[src/hdl/iaes_defs.svh]
// Constants for the isolated converter startup and emission slot block.
`ifndef IAES_DEFS_SVH
`define IAES_DEFS_SVH

// Clock period of the master clock in nanoseconds.
`define IAES_CLK_PERIOD_NS   10
// Startup times in milliseconds and their cycle counts.
`define IAES_INIT_MS         20
`define IAES_ISO_UP_MS       30
`define IAES_INIT_CYCLES     (`IAES_INIT_MS * 1000000 / `IAES_CLK_PERIOD_NS)
`define IAES_ISO_UP_CYCLES   (`IAES_ISO_UP_MS * 1000000 / `IAES_CLK_PERIOD_NS)
// Conversion ready strobe length in master clock cycles.
`define IAES_READY_LOW_CYC   7'h40
// PWM clock divider and last slot index.
`define IAES_PWM_DIV_LAST    2'h3
`define IAES_SLOT_LAST       3'h7
// Register map.
`define IAES_ADDR_SETUP      2'h0
`define IAES_ADDR_MASK       2'h1
`define IAES_ADDR_KEY        2'h2
`define IAES_ADDR_STATUS     2'h3
// Field positions.
`define IAES_SETUP_CLKFWD    0
`define IAES_STAT_INIT_PEND  0
`define IAES_STAT_ISO_READY  1
// Reset values and keys.
`define IAES_SETUP_RESET     8'h00
`define IAES_MASK_RESET      8'hFF
`define IAES_KEY_LOCK        8'hCA
`define IAES_KEY_UNLOCK      8'h9C

`endif

[src/hdl/iaes_pkg.sv]
// Types for the isolated converter startup and emission slot block.
package iaes_pkg;

    typedef enum logic [1:0] {
        IAES_ST_WAIT_INIT = 2'b00,
        IAES_ST_WAIT_ISO  = 2'b01,
        IAES_ST_RUN       = 2'b10
    } iaes_start_type;

endpackage : iaes_pkg

[src/hdl/iaes_pwm_slots.sv]
// PWM slot scheduler that gates converter pulses through the slot mask.
`timescale 1ns/1ns
`include "iaes_defs.svh"

module iaes_pwm_slots (
    // Clock and reset.
    input  wire logic       sys_clk,
    input  wire logic       resetn,
    // Control.
    input  wire logic       conv_enable,
    input  wire logic [7:0] emission_slot_mask,
    // Outputs.
    output logic            pwm_pulse,
    output logic [2:0]      slot_index
);

    logic [1:0] div_reg;
    logic [2:0] slot_reg;
    logic       pulse_reg;
    logic       half_edge;

    // ************************************************************
    // Divider for the PWM clock.
    // ************************************************************
    assign half_edge = div_reg[0];

    always_ff @(posedge sys_clk or negedge resetn) begin
        if (!resetn) begin
            div_reg <= 2'h0;
        end else if (conv_enable) begin
            div_reg <= div_reg + 2'h1;
        end else begin
            div_reg <= 2'h0;
        end
    end

    // ************************************************************
    // Slot index and gated pulse.
    // ************************************************************
    always_ff @(posedge sys_clk or negedge resetn) begin
        if (!resetn) begin
            slot_reg <= 3'h0;
        end else if (!conv_enable) begin
            slot_reg <= 3'h0;
        end else if (half_edge) begin
            slot_reg <= slot_reg + 3'h1;
        end
    end

    always_ff @(posedge sys_clk or negedge resetn) begin
        if (!resetn) begin
            pulse_reg <= 1'b0;
        end else begin
            pulse_reg <= conv_enable && half_edge
                         && emission_slot_mask[slot_reg];
        end
    end

    assign pwm_pulse  = pulse_reg;
    assign slot_index = slot_reg;
endmodule : iaes_pwm_slots

[src/hdl/iaes_top.sv]
// Startup sequencing, configuration lock and ready strobe of the converter.
`timescale 1ns/1ns
`include "iaes_defs.svh"

module iaes_top #(
    parameter logic [21:0] INIT_CYCLES = 22'(`IAES_INIT_CYCLES),
    parameter logic [21:0] ISO_CYCLES  = 22'(`IAES_ISO_UP_CYCLES)
) (
    // Clock and reset.
    input  wire logic       sys_clk,
    input  wire logic       resetn,
    // Register port.
    input  wire logic       reg_wr_en,
    input  wire logic       reg_rd_en,
    input  wire logic [1:0] reg_addr,
    input  wire logic [7:0] reg_wr_data,
    output logic      [7:0] reg_rd_data,
    // Converter events.
    input  wire logic       results_valid,
    // Outputs.
    output logic            shared_pin_out,
    output logic            pwm_pulse,
    output logic            iso_ready
);

    iaes_pkg::iaes_start_type state_reg;
    iaes_pkg::iaes_start_type state_next;
    logic [21:0] elapsed_reg;
    logic [7:0]  setup_reg;
    logic [7:0]  mask_reg;
    logic        locked_reg;
    logic [7:0]  rd_data_reg;
    logic [6:0]  ready_cnt_reg;
    logic [6:0]  ready_cnt_next;
    logic        pin_reg;
    logic        fwd_clk_reg;
    logic        init_pending;
    logic        iso_ok;
    logic        cfg_wr;

    // ************************************************************
    // Startup sequencer.
    // ************************************************************
    always_comb begin
        state_next = state_reg;
        case (state_reg)
            iaes_pkg::IAES_ST_WAIT_INIT: begin
                if (elapsed_reg >= INIT_CYCLES - 22'h1) begin
                    state_next = iaes_pkg::IAES_ST_WAIT_ISO;
                end
            end
            iaes_pkg::IAES_ST_WAIT_ISO: begin
                if (elapsed_reg >= ISO_CYCLES - 22'h1) begin
                    state_next = iaes_pkg::IAES_ST_RUN;
                end
            end
            iaes_pkg::IAES_ST_RUN: begin
                state_next = iaes_pkg::IAES_ST_RUN;
            end
            default: begin
                state_next = iaes_pkg::IAES_ST_WAIT_INIT;
            end
        endcase
    end

    always_ff @(posedge sys_clk or negedge resetn) begin
        if (!resetn) begin
            state_reg <= iaes_pkg::IAES_ST_WAIT_INIT;
        end else begin
            state_reg <= state_next;
        end
    end

    always_ff @(posedge sys_clk or negedge resetn) begin
        if (!resetn) begin
            elapsed_reg <= 22'h0;
        end else if (state_reg != iaes_pkg::IAES_ST_RUN) begin
            elapsed_reg <= elapsed_reg + 22'h1;
        end
    end

    assign init_pending = (state_reg == iaes_pkg::IAES_ST_WAIT_INIT);
    assign iso_ok       = (state_reg == iaes_pkg::IAES_ST_RUN);

    always_ff @(posedge sys_clk or negedge resetn) begin
        if (!resetn) begin
            iso_ready <= 1'b0;
        end else begin
            iso_ready <= (state_next == iaes_pkg::IAES_ST_RUN);
        end
    end

    // ************************************************************
    // Configuration registers and write protection.
    // ************************************************************
    assign cfg_wr = reg_wr_en && !locked_reg;

    always_ff @(posedge sys_clk or negedge resetn) begin
        if (!resetn) begin
            locked_reg <= 1'b0;
        end else if (reg_wr_en && reg_addr == `IAES_ADDR_KEY) begin
            if (reg_wr_data == `IAES_KEY_LOCK) begin
                locked_reg <= 1'b1;
            end else if (reg_wr_data == `IAES_KEY_UNLOCK) begin
                locked_reg <= 1'b0;
            end
        end
    end

    always_ff @(posedge sys_clk or negedge resetn) begin
        if (!resetn) begin
            setup_reg <= `IAES_SETUP_RESET;
        end else if (cfg_wr && reg_addr == `IAES_ADDR_SETUP) begin
            setup_reg <= reg_wr_data;
        end
    end

    always_ff @(posedge sys_clk or negedge resetn) begin
        if (!resetn) begin
            mask_reg <= `IAES_MASK_RESET;
        end else if (cfg_wr && reg_addr == `IAES_ADDR_MASK) begin
            mask_reg <= reg_wr_data;
        end
    end

    always_ff @(posedge sys_clk or negedge resetn) begin
        if (!resetn) begin
            rd_data_reg <= 8'h00;
        end else if (reg_rd_en) begin
            case (reg_addr)
                `IAES_ADDR_SETUP:  rd_data_reg <= setup_reg;
                `IAES_ADDR_MASK:   rd_data_reg <= mask_reg;
                `IAES_ADDR_KEY:    rd_data_reg <= {7'h00, locked_reg};
                `IAES_ADDR_STATUS: begin
                    rd_data_reg <= {6'h00, iso_ok, init_pending};
                end
                default:           rd_data_reg <= 8'h00;
            endcase
        end
    end

    assign reg_rd_data = rd_data_reg;

    // ************************************************************
    // Conversion ready strobe and shared pin.
    // ************************************************************
    always_comb begin
        ready_cnt_next = ready_cnt_reg;
        if (results_valid) begin
            ready_cnt_next = `IAES_READY_LOW_CYC;
        end else if (ready_cnt_reg != 7'h00) begin
            ready_cnt_next = ready_cnt_reg - 7'h01;
        end
    end

    always_ff @(posedge sys_clk or negedge resetn) begin
        if (!resetn) begin
            ready_cnt_reg <= 7'h00;
        end else begin
            ready_cnt_reg <= ready_cnt_next;
        end
    end

    always_ff @(posedge sys_clk or negedge resetn) begin
        if (!resetn) begin
            fwd_clk_reg <= 1'b0;
        end else begin
            fwd_clk_reg <= !fwd_clk_reg;
        end
    end

    always_ff @(posedge sys_clk or negedge resetn) begin
        if (!resetn) begin
            pin_reg <= 1'b1;
        end else if (setup_reg[`IAES_SETUP_CLKFWD]) begin
            pin_reg <= !fwd_clk_reg;
        end else begin
            pin_reg <= (ready_cnt_next == 7'h00);
        end
    end

    assign shared_pin_out = pin_reg;

    // ************************************************************
    // PWM slot scheduler.
    // ************************************************************
    iaes_pwm_slots u_pwm_slots (
        .sys_clk            (sys_clk),
        .resetn             (resetn),
        .conv_enable        (1'b1),
        .emission_slot_mask (mask_reg),
        .pwm_pulse          (pwm_pulse),
        .slot_index         ()
    );
endmodule : iaes_top

[config.mk]
export PLATFORM = sky130hd
export DESIGN_NAME = iaes_top
export DESIGN_NICKNAME = d
export VERILOG_FILES = /design/src/hdl/iaes_pkg.sv /design/src/hdl/iaes_pwm_slots.sv /design/src/hdl/iaes_top.sv
export VERILOG_INCLUDE_DIRS = /design/src /design/src/hdl
export SDC_FILE = /design/constraint.sdc
export NUM_CORES = 1
export LEC_CHECK = 0
export BUFFER_PORTS_ARGS = -buffer_cell sky130_fd_sc_hd__buf_2
export CORE_MARGIN = 2
export CORE_UTILIZATION = 59
export DETAILED_ROUTE_END_ITERATION = 10
export PLACE_DENSITY = 0.79
export REMOVE_ABC_BUFFERS = 1
export SYNTH_ARGS = -nofsm -noshare
export SYNTH_HDL_FRONTEND = slang
export SYNTH_SLANG_ARGS = --single-unit
export TNS_END_PERCENT = 100
[constraint.sdc]
create_clock -name sys_clk -period 2.4 [get_ports sys_clk]
set_clock_uncertainty 0.15 [all_clocks]
set_input_delay 0.36 -clock sys_clk [delete_from_list [all_inputs] [get_ports sys_clk]]
set_output_delay 0.36 -clock sys_clk [all_outputs]
set_load 0.05 [all_outputs]
# == Word level (Yosys, flattened, before mapping) ==
# Cells that the tools add are included.
# op_classes
n_lt_le_gt_ge,3
shifts,0
n_reduce_logical,13
n_eq_ne,9
div_mod_pow,0
n_mux,11
mul,0
bitwise_logic,0
add_sub_neg,4
# op_table
operator,n
case mux 8 bit (4 select lines),1
"adder 22 x 1 -> 22 bit, second input constant",1
"greater-or-equal comparator 22 x 21 -> 1 bit, second input constant",1
"greater-or-equal comparator 22 bit, second input constant",1
"== test 8 bit, second input constant",2
two-way mux 7 bit,2
"== test 2 bit, second input constant",4
logical NOT 7 bit,1
nonzero test 7 bit,1
"subtractor 7 x 1 -> 7 bit, second input constant",1
case mux 2 bit (3 select lines),1
logical AND 1 bit,5
"== test 2 x 1 -> 1 bit, second input constant",2
logical NOT 2 bit,2
"less-than comparator 3 x 4 -> 1 bit, second input constant",1
two-way mux 1 bit,4
two-way mux 2 bit,2
"adder 3 x 1 -> 3 bit, second input constant",1
binary-select mux 1 bit (select 3 bit),1
"adder 2 x 1 -> 2 bit, second input constant",1
logical NOT 1 bit,2
"!= test 2 bit, second input constant",1
AND reduction 2 bit,1
nonzero test 2 bit,1
# word_totals
out_inout_bits,11
input_bits,15
elab_cells,53
latchBits,0
n_memories,0
mem_bits_ro,0
ram_bits,0
register_bits,65

# == Longest topological paths before layout ==
# logic_depth
word_depth,5
mapped_depth,6
mapped_depth_nobuf,6

# == Cells and area by module ==
# Synthesis repeated with hierarchy kept, for this count alone.
# unflattened
cells_unflattened,263
hier_area_um2,3064.2
# by_module_without_submodules
mod,seq_area_each_um2,cells_per_inst,area_each_um2,instances
iaes_top,1487.7,241,2792.7,1
iaes_pwm_slots,125.1,22,271.5,1

# == Worst setup path after synthesis ==
# OpenSTA, ideal clock, no wires.
# synth_timing
kind,input to register
from,input port reg_addr[1]
to,register setup_reg[0]
setup_time_ns,0.125
required_time_ns,2.125
stages,3
path_buffers,1
path_slack_ns,0.570
arrival_time_ns,1.555
cell_sequence,clkbuf_1 -> nor4b_2 -> mux2_2
# synth_between
elab_chain_len,2
# synth_lines
element,line_no,source
from (decl),iaes_top.sv:15,"input wire logic [1:0] reg_addr,"
logical NOT 2 bit,-,
logical AND 1 bit (no line),-,
to (signal assigned),iaes_top.sv:112,setup_reg <= `IAES_SETUP_RESET;
to (signal assigned),iaes_top.sv:114,setup_reg <= reg_wr_data;
to (decl),iaes_top.sv:29,logic [7:0] setup_reg;
# No other way between the ends.
# A chain may end at the register's enable or synchronous reset.

# == Worst setup path after layout ==
# layout_timing
from,register ready_cnt_reg[3]
to,register pin_reg (netlist: shared_pin_out)
# layout_between
elab_chain_len,5
word_cells_on_any_way,6
classes_between,add/sub: 1; mux: 3; reduce/logical: 2
# layout_lines
element,line_no,source
from (decl),iaes_top.sv:33,logic [6:0] ready_cnt_reg;
from (signal assigned),iaes_top.sv:160,ready_cnt_reg <= ready_cnt_next;
subtractor 7 x 1 -> 7 bit or nonzero test 7 bit (tied branches),"iaes_top.sv:152, iaes_top.sv:151",
two-way mux 7 bit (*),iaes_top.sv:151,end else if (ready_cnt_reg != 7'h00) begin
two-way mux 7 bit (*),iaes_top.sv:149,if (results_valid) begin
via ready_cnt_next[6],iaes_top.sv:34,logic [6:0] ready_cnt_next;
logical NOT 7 bit (*),iaes_top.sv:178,pin_reg <= (ready_cnt_next == 7'h00);
two-way mux 1 bit (*),iaes_top.sv:175,end else if (setup_reg[`IAES_SETUP_CLKFWD]) begin
to (signal assigned),iaes_top.sv:176,pin_reg <= !fwd_clk_reg;
to (signal assigned),iaes_top.sv:178,
to (decl),iaes_top.sv:35,logic pin_reg;
# Mark *: on every way through the listed nets, which the timed path passes. The rest lies on a longest branch.

==> results.toml <==
[yosys]
synth_edf_count = 0
synth_most_common_cell = "dfrtp_1"
synthTopCellsByArea = "dfrtp_1 46%, dfstp_2 7.8%, mux2_2 6.7%"
ys_seq_area_frac = 0.5351
ys_ff_latch = 64
synth_common_cells = "55 x dfrtp_1, 22 x xnor2_1, 18 x mux2_2, 15 x inv_1, 15 x nand2_1"
synth_top_area_frac = 0.4566
synth_area_per_cell_sq_um = 11.87
synth_top_cell_by_area = "dfrtp_1"
syn_inst = 254
syn_area_sq_um = 3014
async_reset_ff_frac = 1.000
synth_cell_types = 49
ys.flop_type = "dfrtp_1"
yosysWarnings = 0

[run]
cap_violations = 0

[global_routing]
grt_pass1_wl_mm = 9.252
grt_overflow = 0
grt_max_degree = 65
grt_use_total = 0.2208
first_global_vias = 1962
grt-busiest-layer = "met2"
antenna_found_initial = 0
use_met3 = 0.04762
grtUsageMet1 = 0.3118
use_met2 = 0.3304

[setup_path]
timing.rr.start = "ready_cnt_reg[3]"
crit_type = "reg2reg"
r2r_cells = 4
worst_ep_required_time_ns = 2.49
end_kind = "flip-flop"
reg2reg_to = "shared_pin_out"
crit_chain = "or4_4 -> o21ai_0 -> o211ai_1 -> o41ai_2"
slowest_delay_ns = 0.55
cp-start-kind = "flip-flop"
cp_slowest_cell = "or4_4"
crit_fanout = 5
rrSetupSlack_ns = 0.44
arrival_ns = 2.04
cp_top_family = "compound AO/OA/AOI/OAI gates"
cp_num_buf_inv = 0

[sta]
fin_crit_sh = 0.8154
fin_crit_ns = 1.957
drv_slew = 0
setup_viol = 0
finalHoldViolCount = 0
tightest_slew_ns = 0.7566
setup_tns_ns = 0
rsz0062_at_grt = "no"
relSlewSlack = 0.4945
fmax_mhz = 511.0

[power]
leakage_nw = 1.498
peakVddDrop_mv = 0.3608
pwr_density_cell_nw_per_um2 = 870.6
power_w = 0.002988

[clock_tree]
cts.clk_slew.worst_paths_ns = 0.07
clk_path_buf_depth = 2
root_buffer = "clkbuf_8"
cts_sinks = 64
cts.htree.levels = 3
cts_hold_buffers = 1
cts_tree = "done"
ctsResizeCount = 0
numCtsBuffers = 9
clock_latency_ns = 0.33
cts_setup_buffers = 0

[worst_hold_path]
hp-class = "in2reg"
whs_path_depth = 2
min_from = "reg_wr_data[1]"
min_to = "locked_reg"

[final_layout]
fillers = 374
final_util = 0.6851
final_area_sq_um = 3432
insertedDiodeCount = 0
syn2layout_area_growth_pct = 13.86
drive_gt1_frac = 0.2901
nets = 308
finalNonFillerCells = 363
largest_register_ffs = 22

[floorplan]
die_area_sq_um = 5696
die_w_um = 75.48
ios = 26
coreArea_sq_um = 5010
row_count = 26
fp.dieH_um = 75.48
start_util = 0.6016

[route]
ant_nets = 0
first_iter_violations = 217
drtPass1Iterations = 4
drc = 0
routedWlPerCell_um = 15.55
viasPerCell = 5.708
dr_total_vias = 2072
wl_mm = 5.644

[outcome]
status = "completed"

[placed_design]
gp_congestion = 0.8793
dp_cells = 347
io_buffers = 25
placed_area_sq_um = 3249
dpl.hpwl_mm = 3.830
cells by family (layout without fill, tap and decap cells):
group / after synthesis / in the layout / synth area share
xor+xnor: 27 / 27 / 0.07845
buf+inv: 22 / 61 / 0.02781
simple gates: 78 / 78 / 0.1553
fa+ha+maj: 4 / 4 / 0.01661
mux: 29 / 29 / 0.1162
compound gates: 30 / 30 / 0.07057
flops: 64 / 64 / 0.5351
routing by layer:
metal,wire (um),share of wire
met5,0,0
met4,82,0.015
met1,2676,0.47
met2,2635,0.47
met3,250,0.044
power by group:
group          switching (W)  internal, W  total [W]  leakage (nW)
Clock               0.000395     0.000422   0.000817        0.0882
Sequential          0.000146      0.00131    0.00146         0.798
Combinational       0.000404     0.000311   0.000715         0.612
Total               0.000944      0.00204    0.00299          1.50
worst reg2reg max path, cell delays in order (launching register included):
cell	delay [ns]
dfrtp_1	0.43
or4_4	0.55
o21ai_0	0.24
o211ai_1	0.17
o41ai_2	0.33
cells in the final DEF, fill, tap and decap left out, types with 2 or more instances in the layout:
cell type | netlist | final
nand4_1 | 5 | 5
nand2b_1 | 3 | 3
dfstp_2 | 9 | 9
buf_4 | 0 | 4
dfrtp_1 | 55 | 55
and3_1 | 3 | 3
a21boi_0 | 2 | 2
nor4_1 | 4 | 4
nor3_1 | 8 | 8
nor2_1 | 12 | 12
clkbuf_8 | 0 | 11
nand2_1 | 15 | 15
nand3_1 | 9 | 9
nand4b_1 | 5 | 5
mux4_2 | 3 | 3
a21oi_1 | 3 | 3
o22ai_1 | 6 | 6
a31oi_1 | 3 | 3
ha_1 | 4 | 4
o21ai_0 | 5 | 5
buf_2 | 1 | 25
mux2_2 | 18 | 18
clkinv_2 | 0 | 2
xor2_1 | 5 | 5
xnor2_1 | 22 | 22
inv_1 | 15 | 15
mux2i_1 | 8 | 8
o2111ai_1 | 2 | 2
cell type report:
type / count / area [sq um] / area share
inverter: 15 / 56.30 / 0.01641
clock inverter: 3 / 17.52 / 0.005104
timing repair buffer: 31 / 185.2 / 0.05396
clock buffer: 12 / 155.1 / 0.04521
tap: 70 / 87.58 / 0.02552
sequential: 64 / 1613 / 0.4699
multi-input combinational: 168 / 1318 / 0.3839
stage by stage:
step	setup WS (ns)	hold slack [ns]
floorplan	0.5714	-0.08559
global placement	0.5134	0.2459
detailed placement	0.4672	0.2486
CTS	0.4478	0.1203
global route	0.2847	0.1178
finish	0.4431	0.1325
worst max-delay path by stage:
stage | start | depth (start not counted) | slack, ns | endpoint
floorplan | ready_cnt_reg[2] | 4 | 0.57 | shared_pin_out
global placement | ready_cnt_reg[0] | 5 | 0.51 | shared_pin_out
detailed placement | ready_cnt_reg[2] | 4 | 0.47 | shared_pin_out
CTS | ready_cnt_reg[2] | 4 | 0.45 | shared_pin_out
global route | elapsed_reg[3] | 4 | 0.28 | elapsed_reg[10]
finish | ready_cnt_reg[3] | 4 | 0.44 | shared_pin_out
Power figures use the tool's default switching activity.
